$ cat src/design/imu_pkg.sv
// integer multiply unit: shared constants, register map, field layout and types
// assumes a single 50 MHz core clock and a synchronous active-high reset
package imu_pkg;

  // data widths
  localparam int unsigned IMU_DW       = 32;             // word width
  localparam int unsigned IMU_AW       = 8;              // byte address width seen by the slave
  localparam int unsigned IMU_RIDX_W   = 4;              // register index width (r0..r15)

  // register byte offsets
  localparam logic [7:0] IMU_OFF_CTRL   = 8'h00;         // operation, options, indices, start
  localparam logic [7:0] IMU_OFF_OPA    = 8'h04;         // first operand value
  localparam logic [7:0] IMU_OFF_OPB    = 8'h08;         // second operand value
  localparam logic [7:0] IMU_OFF_ADDEND = 8'h0C;         // addend value
  localparam logic [7:0] IMU_OFF_ACCHI  = 8'h10;         // prior high destination value
  localparam logic [7:0] IMU_OFF_ACCLO  = 8'h14;         // prior low destination value
  localparam logic [7:0] IMU_OFF_RESLO  = 8'h18;         // last low result (read only)
  localparam logic [7:0] IMU_OFF_RESHI  = 8'h1C;         // last high result (read only)
  localparam logic [7:0] IMU_OFF_FLAGS  = 8'h20;         // n z c v flags
  localparam logic [7:0] IMU_OFF_STATUS = 8'h24;         // busy, done, bad op

  // control field positions
  localparam int unsigned IMU_CTRL_OP_LSB    = 0;        // op code [2:0]
  localparam int unsigned IMU_CTRL_SETF_BIT  = 3;        // flag-setting form
  localparam int unsigned IMU_CTRL_COND_BIT  = 4;        // condition passed
  localparam int unsigned IMU_CTRL_DGIV_BIT  = 5;        // destination index given
  localparam int unsigned IMU_CTRL_DIDX_LSB  = 8;        // destination / low destination index
  localparam int unsigned IMU_CTRL_NIDX_LSB  = 12;       // first operand register index
  localparam int unsigned IMU_CTRL_HIDX_LSB  = 16;       // high destination index
  localparam int unsigned IMU_CTRL_START_BIT = 31;       // start strobe, reads zero

  // flag and status bit positions
  localparam int unsigned IMU_FLAG_V = 0;
  localparam int unsigned IMU_FLAG_C = 1;
  localparam int unsigned IMU_FLAG_Z = 2;
  localparam int unsigned IMU_FLAG_N = 3;
  localparam int unsigned IMU_ST_BUSY = 0;
  localparam int unsigned IMU_ST_DONE = 1;
  localparam int unsigned IMU_ST_BAD  = 2;

  // reset values
  localparam logic [31:0] IMU_RST_WORD  = 32'h0000_0000;
  localparam logic [3:0]  IMU_RST_FLAGS = 4'h0;

  // operation codes held in the control register
  typedef enum logic [2:0] {
    IMU_OP_LOW_WORD   = 3'h0,   // product_low_word
    IMU_OP_ACCUMULATE = 3'h1,   // product_accumulate
    IMU_OP_SUBTRACT   = 3'h2,   // product_subtract
    IMU_OP_WIDE_PROD  = 3'h3,   // unsigned_wide_product
    IMU_OP_WIDE_DADD  = 3'h4,   // unsigned_wide_double_add
    IMU_OP_WIDE_ACC   = 3'h5    // unsigned_wide_accumulate
  } imu_op_t;

  // sequencer states
  typedef enum logic [1:0] {
    IMU_S_IDLE,
    IMU_S_CALC,
    IMU_S_WRITE
  } imu_state_t;

endpackage

$ cat src/design/imu_calc_if.sv
// integer multiply unit: carrier between the sequencer and the arithmetic core
// assumes both ends sit on the same clock; the core is purely combinational
`timescale 1ns/1ps
`default_nettype none
interface imu_calc_if;
  import imu_pkg::*;
  logic [2:0]  op;        // operation code
  logic [31:0] opa;       // first operand
  logic [31:0] opb;       // second operand
  logic [31:0] addend;    // addend for accumulate / subtract
  logic [31:0] acc_hi;    // prior high destination value
  logic [31:0] acc_lo;    // prior low destination value
  logic [31:0] res_lo;    // low result word
  logic [31:0] res_hi;    // high result word
  logic        valid_op;  // op code is one of the six

  modport seq  (output op, opa, opb, addend, acc_hi, acc_lo, input res_lo, res_hi, valid_op);
  modport core (input op, opa, opb, addend, acc_hi, acc_lo, output res_lo, res_hi, valid_op);
endinterface
`default_nettype wire

$ cat src/design/imu_calc.sv
// integer multiply unit: arithmetic core for all six operations
// assumes operands are stable while the sequencer samples the result
`timescale 1ns/1ps
`default_nettype none
module imu_calc
  import imu_pkg::*;
(
  // carrier to the sequencer
  imu_calc_if.core calc
);

  logic [63:0] prod;   // full unsigned product
  logic [63:0] sum;    // selected 64-bit result

  // one shared 32x32 product; signedness does not matter for the low word
  always_comb
  begin
    prod           = 64'(calc.opa) * 64'(calc.opb);
    calc.valid_op  = 1'b1;
    case (calc.op)
      IMU_OP_LOW_WORD:   sum = {32'h0000_0000, prod[31:0]};
      IMU_OP_ACCUMULATE: sum = {32'h0000_0000, prod[31:0] + calc.addend};
      IMU_OP_SUBTRACT:   sum = {32'h0000_0000, calc.addend - prod[31:0]};
      IMU_OP_WIDE_PROD:  sum = prod;
      // both prior words zero-extended, then split hi/lo
      IMU_OP_WIDE_DADD:  sum = prod + {32'h0000_0000, calc.acc_hi}
                               + {32'h0000_0000, calc.acc_lo};
      IMU_OP_WIDE_ACC:   sum = prod + {calc.acc_hi, calc.acc_lo};
      default:
      begin
        sum           = 64'h0000_0000_0000_0000;
        calc.valid_op = 1'b0;
      end
    endcase
    calc.res_lo = sum[31:0];
    calc.res_hi = sum[63:32];
  end

endmodule
`default_nettype wire

$ cat src/design/imu_top.sv
// integer multiply unit: wishbone register block, sequencer and write-back port
// assumes a classic wishbone master and a register file that takes the write-back pulses
//
// How it works
// - low word of product to destination
// - product plus addend, low word kept
// - addend minus product, low word kept
// - same result for signed or unsigned operands
// - missing destination means first operand register
// - flag form of the low word operation updates n and z only
// - wide family treats operands as unsigned
// - wide product splits into high, low pair
// - double add adds both prior words
// - double add sum split into high, low
// - wide accumulate adds pair to product
// - wide family leaves all flags unchanged
//
// The address map and the Wishbone slave port were left to the implementer.
`timescale 1ns/1ps
`default_nettype none
module imu_top
  import imu_pkg::*;
(
  // clock and reset
  input  wire logic        clk_i,
  input  wire logic        rst_i,
  // wishbone slave
  input  wire logic        wb_cyc_i,
  input  wire logic        wb_stb_i,
  input  wire logic        wb_we_i,
  input  wire logic [7:0]  wb_adr_i,
  input  wire logic [3:0]  wb_sel_i,
  input  wire logic [31:0] wb_dat_i,
  output logic      [31:0] wb_dat_o,
  output logic             wb_ack_o,
  // low destination write-back
  output logic             rf_lo_we_o,
  output logic      [3:0]  rf_lo_idx_o,
  output logic      [31:0] rf_lo_data_o,
  // high destination write-back
  output logic             rf_hi_we_o,
  output logic      [3:0]  rf_hi_idx_o,
  output logic      [31:0] rf_hi_data_o,
  // condition flags and completion
  output logic      [3:0]  flags_o,
  output logic             done_o
);

  // byte-lane merge, used by the control, operand, addend and prior destination registers
  function automatic logic [31:0] lane_merge(input logic [31:0] old_v, input logic [31:0] new_v,
                                             input logic [3:0] sel);
    logic [31:0] r;
    r = old_v;
    for (int i = 0; i < 4; i++)
    begin
      if (sel[i])
        r[i*8 +: 8] = new_v[i*8 +: 8];
    end
    return r;
  endfunction

  // true for the three 64-bit result operations
  function automatic logic is_wide(input logic [2:0] op);
    return (op == IMU_OP_WIDE_PROD) || (op == IMU_OP_WIDE_DADD) || (op == IMU_OP_WIDE_ACC);
  endfunction

  // ---------------- bus slave state ----------------
  logic        ack_q,  ack_d;       // ack, one cycle per request
  logic [31:0] rdat_q, rdat_d;      // read data register
  logic        wr_go;               // write commits at the acked edge
  logic        start_req;           // start bit written this edge

  // ---------------- software-visible registers ----------------
  logic [31:0] ctrl_q,   ctrl_d;    // control word, start bit never stored
  logic [31:0] opa_q,    opa_d;     // first operand
  logic [31:0] opb_q,    opb_d;     // second operand
  logic [31:0] add_q,    add_d;     // addend
  logic [31:0] acchi_q,  acchi_d;   // prior high destination
  logic [31:0] acclo_q,  acclo_d;   // prior low destination
  logic [31:0] reslo_q,  reslo_d;   // last low result
  logic [31:0] reshi_q,  reshi_d;   // last high result
  logic [3:0]  flags_q,  flags_d;   // n z c v
  logic        sdone_q,  sdone_d;   // sticky done
  logic        sbad_q,   sbad_d;    // sticky bad op code

  // ---------------- sequencer and write-back ----------------
  imu_state_t  state_q,  state_d;   // sequencer state
  logic        lowe_q,   lowe_d;    // low write strobe
  logic        hiwe_q,   hiwe_d;    // high write strobe
  logic [3:0]  loidx_q,  loidx_d;   // low destination index
  logic [3:0]  hiidx_q,  hiidx_d;   // high destination index
  logic        done_q,   done_d;    // completion pulse

  // decoded control fields
  logic [2:0]  c_op;
  logic        c_setf, c_cond, c_dgiv;
  logic [3:0]  c_didx, c_nidx, c_hidx;

  assign c_op   = ctrl_q[IMU_CTRL_OP_LSB +: 3];
  assign c_setf = ctrl_q[IMU_CTRL_SETF_BIT];
  assign c_cond = ctrl_q[IMU_CTRL_COND_BIT];
  assign c_dgiv = ctrl_q[IMU_CTRL_DGIV_BIT];
  assign c_didx = ctrl_q[IMU_CTRL_DIDX_LSB +: 4];
  assign c_nidx = ctrl_q[IMU_CTRL_NIDX_LSB +: 4];
  assign c_hidx = ctrl_q[IMU_CTRL_HIDX_LSB +: 4];

  // arithmetic core on the carrier
  imu_calc_if calc_bus ();
  assign calc_bus.op     = c_op;
  assign calc_bus.opa    = opa_q;
  assign calc_bus.opb    = opb_q;
  assign calc_bus.addend = add_q;
  assign calc_bus.acc_hi = acchi_q;
  assign calc_bus.acc_lo = acclo_q;

  imu_calc u_calc (
    .calc (calc_bus.core)
  );

  // bus handshake: ack rises one edge after the request, read data loaded with it;
  // the write itself lands on the next edge, where the master sees ack high
  always_comb
  begin
    ack_d  = wb_cyc_i && wb_stb_i && !ack_q;
    rdat_d = rdat_q;
    if (ack_d && !wb_we_i)
    begin
      case (wb_adr_i)
        IMU_OFF_CTRL:   rdat_d = ctrl_q;
        IMU_OFF_OPA:    rdat_d = opa_q;
        IMU_OFF_OPB:    rdat_d = opb_q;
        IMU_OFF_ADDEND: rdat_d = add_q;
        IMU_OFF_ACCHI:  rdat_d = acchi_q;
        IMU_OFF_ACCLO:  rdat_d = acclo_q;
        IMU_OFF_RESLO:  rdat_d = reslo_q;
        IMU_OFF_RESHI:  rdat_d = reshi_q;
        IMU_OFF_FLAGS:  rdat_d = {28'h000_0000, flags_q};
        IMU_OFF_STATUS: rdat_d = {29'h0000_0000, sbad_q, sdone_q, state_q != IMU_S_IDLE};
        default:        rdat_d = IMU_RST_WORD;   // unmapped reads as zero, still acked
      endcase
    end
  end

  // bus registers
  always_ff @(posedge clk_i)
  begin
    if (rst_i)
    begin
      ack_q  <= 1'b0;
      rdat_q <= IMU_RST_WORD;
    end
    else
    begin
      ack_q  <= ack_d;
      rdat_q <= rdat_d;
    end
  end

  assign wr_go     = wb_cyc_i && wb_stb_i && wb_we_i && ack_q;
  // start only counts while idle; a start during a run is dropped
  assign start_req = wr_go && (wb_adr_i == IMU_OFF_CTRL) && wb_sel_i[3]
                     && wb_dat_i[IMU_CTRL_START_BIT] && (state_q == IMU_S_IDLE);

  // register file next values; hardware results are taken after bus writes so they win
  always_comb
  begin
    ctrl_d  = ctrl_q;
    opa_d   = opa_q;
    opb_d   = opb_q;
    add_d   = add_q;
    acchi_d = acchi_q;
    acclo_d = acclo_q;
    reslo_d = reslo_q;
    reshi_d = reshi_q;
    flags_d = flags_q;
    sdone_d = sdone_q;
    sbad_d  = sbad_q;
    if (wr_go)
    begin
      case (wb_adr_i)
        // operands are held steady while a run is in flight
        IMU_OFF_CTRL:
        begin
          if (state_q == IMU_S_IDLE)
          begin
            ctrl_d = lane_merge(ctrl_q, wb_dat_i, wb_sel_i);
            ctrl_d[IMU_CTRL_START_BIT] = 1'b0;
          end
        end
        IMU_OFF_OPA:    if (state_q == IMU_S_IDLE) opa_d   = lane_merge(opa_q, wb_dat_i, wb_sel_i);
        IMU_OFF_OPB:    if (state_q == IMU_S_IDLE) opb_d   = lane_merge(opb_q, wb_dat_i, wb_sel_i);
        IMU_OFF_ADDEND: if (state_q == IMU_S_IDLE) add_d   = lane_merge(add_q, wb_dat_i, wb_sel_i);
        IMU_OFF_ACCHI:  if (state_q == IMU_S_IDLE) acchi_d = lane_merge(acchi_q, wb_dat_i, wb_sel_i);
        IMU_OFF_ACCLO:  if (state_q == IMU_S_IDLE) acclo_d = lane_merge(acclo_q, wb_dat_i, wb_sel_i);
        IMU_OFF_FLAGS:
        begin
          if (wb_sel_i[0] && state_q == IMU_S_IDLE)
            flags_d = wb_dat_i[3:0];
        end
        // write one to clear the sticky bits
        IMU_OFF_STATUS:
        begin
          if (wb_sel_i[0] && wb_dat_i[IMU_ST_DONE])
            sdone_d = 1'b0;
          if (wb_sel_i[0] && wb_dat_i[IMU_ST_BAD])
            sbad_d = 1'b0;
        end
        default:
        begin
          // unmapped and read-only offsets ignore writes
        end
      endcase
    end
    // the calc cycle captures results; set beats a clear in the same edge
    if (state_q == IMU_S_CALC)
    begin
      sdone_d = 1'b1;
      if (!calc_bus.valid_op)
        sbad_d = 1'b1;
      else if (c_cond)
      begin
        reslo_d = calc_bus.res_lo;
        reshi_d = is_wide(c_op) ? calc_bus.res_hi : IMU_RST_WORD;
        // only the flag-setting low word form touches n and z; c and v are kept
        if ((c_op == IMU_OP_LOW_WORD) && c_setf)
        begin
          flags_d[IMU_FLAG_N] = calc_bus.res_lo[31];
          flags_d[IMU_FLAG_Z] = (calc_bus.res_lo == IMU_RST_WORD);
        end
        // every other form, wide or plain narrow, leaves all four flags as they were
      end
    end
  end

  // register file flops
  always_ff @(posedge clk_i)
  begin
    if (rst_i)
    begin
      ctrl_q  <= IMU_RST_WORD;
      opa_q   <= IMU_RST_WORD;
      opb_q   <= IMU_RST_WORD;
      add_q   <= IMU_RST_WORD;
      acchi_q <= IMU_RST_WORD;
      acclo_q <= IMU_RST_WORD;
      reslo_q <= IMU_RST_WORD;
      reshi_q <= IMU_RST_WORD;
      flags_q <= IMU_RST_FLAGS;
      sdone_q <= 1'b0;
      sbad_q  <= 1'b0;
    end
    else
    begin
      ctrl_q  <= ctrl_d;
      opa_q   <= opa_d;
      opb_q   <= opb_d;
      add_q   <= add_d;
      acchi_q <= acchi_d;
      acclo_q <= acclo_d;
      reslo_q <= reslo_d;
      reshi_q <= reshi_d;
      flags_q <= flags_d;
      sdone_q <= sdone_d;
      sbad_q  <= sbad_d;
    end
  end

  // sequencer: idle -> calc (results captured) -> write (strobes out for one cycle)
  always_comb
  begin
    state_d = state_q;
    lowe_d  = 1'b0;
    hiwe_d  = 1'b0;
    loidx_d = loidx_q;
    hiidx_d = hiidx_q;
    done_d  = 1'b0;
    case (state_q)
      IMU_S_IDLE:
      begin
        if (start_req)
          state_d = IMU_S_CALC;
      end
      IMU_S_CALC:
      begin
        state_d = IMU_S_WRITE;
        done_d  = 1'b1;
        if (calc_bus.valid_op && c_cond)
        begin
          if (is_wide(c_op))
          begin
            // the source keeps the two indices distinct, so both strobes may fire together
            lowe_d  = 1'b1;
            hiwe_d  = 1'b1;
            loidx_d = c_didx;
            hiidx_d = c_hidx;
          end
          else
          begin
            // stack pointer and program counter never reach here as indices
            lowe_d  = 1'b1;
            loidx_d = c_dgiv ? c_didx : c_nidx;
          end
        end
      end
      IMU_S_WRITE:
      begin
        state_d = IMU_S_IDLE;
      end
      default:
      begin
        state_d = IMU_S_IDLE;
      end
    endcase
  end

  // sequencer flops
  always_ff @(posedge clk_i)
  begin
    if (rst_i)
    begin
      state_q <= IMU_S_IDLE;
      lowe_q  <= 1'b0;
      hiwe_q  <= 1'b0;
      loidx_q <= 4'h0;
      hiidx_q <= 4'h0;
      done_q  <= 1'b0;
    end
    else
    begin
      state_q <= state_d;
      lowe_q  <= lowe_d;
      hiwe_q  <= hiwe_d;
      loidx_q <= loidx_d;
      hiidx_q <= hiidx_d;
      done_q  <= done_d;
    end
  end

  // every output comes straight from a flop
  assign wb_ack_o     = ack_q;
  assign wb_dat_o     = rdat_q;
  assign rf_lo_we_o   = lowe_q;
  assign rf_lo_idx_o  = loidx_q;
  assign rf_lo_data_o = reslo_q;
  assign rf_hi_we_o   = hiwe_q;
  assign rf_hi_idx_o  = hiidx_q;
  assign rf_hi_data_o = reshi_q;
  assign flags_o      = flags_q;
  assign done_o       = done_q;

endmodule
`default_nettype wire

$ cat config.mk
export PLATFORM = sky130hd
export DESIGN_NAME = imu_top
export DESIGN_NICKNAME = d
export VERILOG_FILES = /design/src/design/imu_pkg.sv /design/src/design/imu_calc_if.sv /design/src/design/imu_calc.sv /design/src/design/imu_top.sv
export SDC_FILE = /design/constraint.sdc
export NUM_CORES = 2
export LEC_CHECK = 0
export BUFFER_PORTS_ARGS = -buffer_cell sky130_fd_sc_hd__buf_2
export CAP_MARGIN = 20
export CORE_ASPECT_RATIO = 1.1
export CORE_MARGIN = 5
export CORE_UTILIZATION = 55
export DETAILED_ROUTE_END_ITERATION = 16
export GPL_TIMING_DRIVEN = 0
export PLACE_DENSITY = 0.74
export SYNTH_ARGS = -nofsm -noshare
export SYNTH_HDL_FRONTEND = slang
export SYNTH_SLANG_ARGS = --single-unit
$ cat constraint.sdc
create_clock -name clk_i -period 13.4 [get_ports clk_i]
set_input_delay 2.68 -clock clk_i [delete_from_list [all_inputs] [get_ports clk_i]]
set_output_delay 2.68 -clock clk_i [all_outputs]
set_load 0.005 [all_outputs]
# [Word-level counts from Yosys, hierarchy flattened]
# Index checks and enable logic that the tools add are counted.
[totals] regBits=307 latchBits=0 ram_bits=0 rom_bits=0 inputBits=49 output_inout_bits=112 mem_count=0
[classes] add_sub_neg=5 mul=1 n_div=0 n_lt_le_gt_ge=0 n_eq_ne=16 shift=0 mux=27 bitwise_logic=2 reduce_logical=58
[op_table] operator="64-bit case mux with 6 select lines" n=1
[op_table] operator="32-bit case mux with 10 select lines" n=1
[op_table] operator="64-bit by 32-bit adder with 64-bit output" n=2
[op_table] operator="4-bit AND reduction" n=24
[op_table] operator="64-bit adder" n=1
[op_table] operator="32-bit by 32-bit multiplier with 64-bit output" n=1
[op_table] operator="32-bit adder" n=1
[op_table] operator="8-bit by 5-bit equality test with 1-bit output, second input constant" n=4
[op_table] operator="32-bit logical NOT" n=1
[op_table] operator="32-bit two-way mux" n=1
[op_table] operator="32-bit subtractor" n=1
[op_table] operator="4-bit two-way mux" n=5
[op_table] operator="8-bit by 4-bit equality test with 1-bit output, second input constant" n=2
[op_table] operator="8-bit by 6-bit equality test with 1-bit output, second input constant" n=2
[op_table] operator="1-bit logical AND" n=14
[op_table] operator="1-bit two-way mux" n=13
[op_table] operator="3-bit AND reduction" n=4
[op_table] operator="2-bit two-way mux" n=5
[op_table] operator="8-bit by 3-bit equality test with 1-bit output, second input constant" n=1
[op_table] operator="8-bit logical NOT" n=1
[op_table] operator="2-bit nonzero test" n=4
[op_table] operator="3-bit by 2-bit equality test with 1-bit output, second input constant" n=2
[op_table] operator="3-bit equality test, second input constant" n=2
[op_table] operator="6-bit OR reduction" n=1
[op_table] operator="12 further kinds" n=15

# [Longest topological paths before layout]
[logic_depth] word_depth=9 depth_mapped=43 depth_no_buf=40

# [By module]
# A second synthesis with hierarchy kept.
[unflattened] hier_cells=6719 area_unflattened_um2=56589.3
[modules_own_cells] module="imu_calc" instances=1 cells_each=5180 area_each_um2=43462.9
[modules_own_cells] module="imu_top" instances=1 cells_each=1539 area_each_um2=13126.3

# [Worst setup path after synthesis]
# OpenSTA, ideal clock, no wires.
[synth_timing] path_type="reg2reg" startpoint="reg opa_q[21], in the netlist calc_bus.opa[21]" endpoint="reg reshi_q[16], in the netlist rf_hi_data_o[16]" setup_ns=0.122 arrival_ns=9.570 path_slack_ns=3.708 stages_incl_launch_ff=37 cell_sequence="dfxtp_1 clkbuf_1 clkbuf_1 nand2_1 fa_1 inv_1 fa_1 inv_1 fa_1 fa_1 inv_1 fa_1 fa_1 fa_1 fa_1 ha_1 clkbuf_1 nand2_1 nor2_1 nand2_1 nor3_2 nor2_1 xnor2_1 fa_1 ha_1 and3_1 nand2_1 o21ai_0 a41oi_1 o21ai_0 nor2_1 nor3b_1 and4_1 a21oi_1 o21ai_0 o21ai_0 a221o_1"
[synth_via] elab_chain_len=5 word_cells_on_any_way=6
[synth_rtl] item="start, declared" line_no="imu_top.sv:75" text="logic [31:0] opa_q, opa_d;"
[synth_rtl] item="start signal, assigned" line_no="imu_top.sv:255" text="opa_q <= opa_d;"
[synth_rtl] item="32-bit by 32-bit multiplier with 64-bit output *" line_no="imu_calc.sv:18" text="prod = 64'(calc.opa) * 64'(calc.opb);"
[synth_rtl] item="64-bit by 32-bit adder with 64-bit output" line_no="imu_calc.sv:26" text="IMU_OP_WIDE_DADD: sum = prod + {32'h0000_0000, calc.acc_hi}"
[synth_rtl] item="64-bit by 32-bit adder with 64-bit output" line_no="imu_calc.sv:27" text="+ {32'h0000_0000, calc.acc_lo};"
[synth_rtl] item="64-bit case mux with 6 select lines *" line_no="imu_calc.sv:20" text="case (calc.op)"
[synth_rtl] item="32-bit two-way mux *" line_no="imu_top.sv:223" text="reshi_d = is_wide(c_op) ? calc_bus.res_hi : IMU_RST_WORD;"
[synth_rtl] item="end signal, assigned" line_no="imu_top.sv:261" text="reshi_q <= reshi_d;"
[synth_rtl] item="end, declared" line_no="imu_top.sv:81" text="logic [31:0] reshi_q, reshi_d;"
# Every way passes the cells marked *; elsewhere a longest branch is shown, timed or not.
# A chain may end at the register's enable or synchronous reset.

# [Worst setup path after layout]
[layout_timing] startpoint="reg opa_q[20], in the netlist calc_bus.opa[20]" endpoint="reg reshi_q[16], in the netlist rf_hi_data_o[16]"
# Same word-level chain as after synthesis.

==> reports/qor.csv <==
stage,metric,value,unit
setup_path,most frequent CP cell,fa_1,
placement,IO Port Bufs,157,
cts,CTS Root Cell,clkbuf_16,
floorplanning,DIE HEIGHT,345,um
sta,final slew viol count,0,
power_and_ir_drop,pwr dens,32.4,nW/um^2
drt,final WL,258,mm
global_route,total gr overflow,0,
drt,DRT Pass-1 Iters,7,
power_and_ir_drop,Lkg Pwr,26.7,nW
yosys,syn_area_per_cell,8.47,um^2
cts,count of hold-fix buffers inserted at cts,0,
cts,H-tree depth,1,
final_layout,multi-input logic area,44700,um^2
final_layout,Final Util,59.2,%
placement,placed wire-length estimate,216,mm
floorplanning,die area,108000,um^2
floorplanning,Die W,314,um
yosys,"Cell Area, Synth",56000,um^2
yosys,Async SR Flop Fraction,0,%
final_layout,FILL cells,9423,
min_path,worst hold path class,reg2reg,
setup_path,Worst setup SP type,register,
sta,hold slack,0.460,ns
setup_path,CP Data Required Time,13.92,ns
sta,f_max,75.8,MHz
sta,setup TNS,0,ns
cts,CTS tree,built,
global_route,vias in the first global route,53200,
final_layout,fraction of layout cells with a size suffix above 1,4.31,%
yosys,Synth top area share,33.3,%
global_route,GRT Total Usage,47.3,%
floorplanning,Core Area,101000,um^2
sta,min cycle time layout,13.19,ns
cts,Clock Sinks,307,
yosys,Mapped Nets,7986,
setup_path,CP max stage cell,xnor2_1,
yosys,Synth Register Bits,307,
floorplanning,Cell Rows,122,
yosys,sequential area share after synthesis,11.0,%
power_and_ir_drop,total chip power,0.00193,W
drt,Detailed Route Iter0 Violations,6262,
yosys,library cells used by synthesis,101,
sta,RSZ-0062 raised after global routing,no,
drt,DRC viols,0,
sta,Tightest Pin Transition,1.28,ns
final_layout,Layout area overhead,6.70,%
cts,CTS max path bufs,3,
placement,gpl congestion,1.15,
global_route,largest net degree at the start of global routing,18,
floorplanning,IO Pins,161,
yosys,synth top area cells,"fa_1 (33%), dfxtp_1 (11%), ha_1 (8.7%), inv_1 (6.7%), nand2_1 (5.7%)",
setup_path,CP endpoint kind,register,
flow_run,max-cap violation count,0,
yosys,Post-Synthesis Cells,6617,
setup_path,WS Path Type,reg2reg,
sta,Final Hold Fails,0,
setup_path,CP top delay family,adder cells,
run_status,status,finished clean,
yosys,Synth area leader,fa_1,
sta,Rel. slew slack,15.0,%
yosys,Main synth FF type,dfxtp_1,
cts,worst skew pair latency,0.65,ns
setup_path,WP data arrival,13.71,ns
final_layout,area occupied by registers,6150,um^2
yosys,Post-synth EDFFs,0,
power_and_ir_drop,Worst VDD drop,0.0896,mV
drt,Routed Antenna Nets,0,
setup_path,worst-path maximum fanout,10,
floorplanning,initial core utilization,55.5,%
drt,DR vias,52600,
sta,period utilization,98.4,%
global_route,number of antenna violations at the first check in global routing,17,
drt,vias per inst,6.40,
yosys,synth warn,0,
global_route,first-pass GRT wire length,369,mm
final_layout,layout net count,8188,
setup_path,largest stage delay on the critical path,1.01,ns
sta,clk_skew,0.0507,ns
setup_path,flop2flop setup slack,0.21,ns
cts,total CTS buffers,30,
sta,# setup viols final,0,
setup_path,CP Buf/Inv Count,6,
cts,"Reg clk slew, reported paths",0.08,ns
drt,Avg WL per Cell,31.3,um
==> registers in the layout, summed over array words and instances (netlist names), 2 cells and up <==
name,count
rf_hi_data_o,32
calc_bus.opa,32
calc_bus.opb,32
wb_dat_o,32
rf_hi_idx_o,4
rf_lo_idx_o,4
rf_lo_data_o,32
acclo_q,32
flags_o,4
ctrl_q,31
state_q,2
add_q,32
acchi_q,32
==> cell usage after synthesis (74+ instances only) <==
master / number
a22oi_1: 172
inv_1: 1006
a21oi_1: 228
o21ai_0: 164
nand2_1: 857
and2_1: 422
xnor2_1: 123
ha_1: 389
nor2_1: 465
clkbuf_1: 361
fa_1: 931
a21o_1: 97
mux2i_1: 210
nor3_1: 74
dfxtp_1: 307
==> worst min-delay path: cells and delay by family (launching register included) <==
kind | cells | cell delay [ns]
and+or+nand+nor | 1 | 0.05
AOI/OAI and AO/OA | 1 | 0.05
DFF | 1 | 0.31
==> final timing paths <==
check / from / cells after the start / end
max: calc_bus.opa[20]$_SDFFE_PP0P_ / 33 / rf_hi_data_o[16]$_SDFFE_PP0P_
max reg2reg: calc_bus.opa[20]$_SDFFE_PP0P_ / 33 / rf_hi_data_o[16]$_SDFFE_PP0P_
min reg2reg: rf_hi_idx_o[2]$_SDFFE_PP0P_ / 2 / rf_hi_idx_o[2]$_SDFFE_PP0P_
min: rf_hi_idx_o[2]$_SDFFE_PP0P_ / 2 / rf_hi_idx_o[2]$_SDFFE_PP0P_
==> per-stage QoR <==
stage	setup WS (ns)	instance area (um^2)	cells
after CTS	0.549	59700	8204
after floorplan	3.71	56000	6617
after global placement	0.436	58500	8138
after detailed placement	0.611	58600	8148
final	0.208	59800	8224
after global routing	0.0164	59800	8212
==> power by group <==
part | switching, W | total (W) | leakage [nW] | internal, W
sequential | 0.000000139 | 0.000912 | 2.47 | 0.000912
combinational | 0.0000573 | 0.0000671 | 23.7 | 0.00000978
clock | 0.000440 | 0.000956 | 0.507 | 0.000516
==> layer usage <==
| metal | track usage, % | share of wire [%] | wire length (um) |
|---|---|---|---|
| met5 | 0 | 0.020 | 51 |
| met4 | 40.5 | 12 | 29700 |
| met3 | 11.1 | 11 | 29600 |
| met2 | 72.6 | 43 | 110000 |
| met1 | 56.3 | 34 | 88600 |
==> cell type report <==
cell class	count	area share, %
Inverter	1008	6.33
Clock buffer	36	1.36
Clock inverter	20	0.421
Timing Repair Buffer	171	1.54
Multi-Input combinational cell	4924	74.7
Sequential cell	307	10.3
Antenna cell	17	0.0712
Buffer	377	2.41
Tap cell	1364	2.85
==> cells in the final DEF, fill, tap and decap left out, drive strengths merged, types with 72 or more instances in the layout <==
| master | instances |
|---|---|
| nand4 | 72 |
| dfxtp | 307 |
| nand3 | 74 |
| nand2 | 857 |
| o21ai | 174 |
| clkbuf | 396 |
| fa | 931 |
| inv | 1009 |
| ha | 389 |
| a21oi | 229 |
| a22oi | 172 |
| xnor2 | 123 |
| buf | 188 |
| and2 | 422 |
| nor2 | 465 |
| nor3 | 75 |
| a21o | 97 |
| mux2i | 210 |
==> cell families (layout without fill, tap and decap cells) <==
family	count (synthesis)	count (layout)	synth area share (%)
and+or+nand+nor	2159	2159	18.2
buffers and inverters	1386	1612	9.33
adders and majority gates	1322	1322	42.0
AOI/OAI and AO/OA	1041	1041	12.7
DFF	307	307	11.0
muxes	217	217	3.89
xor gates and xnor gates	185	185	2.89
other	0	17	0
==> what timing repair did <==
item | in CTS | in global routing
gates resized for setup | 0 | 3
endpoints found under the setup margin | 0 | 5
buffers inserted | 0 | 0
No activity file was read; power rests on OpenSTA's default activity.
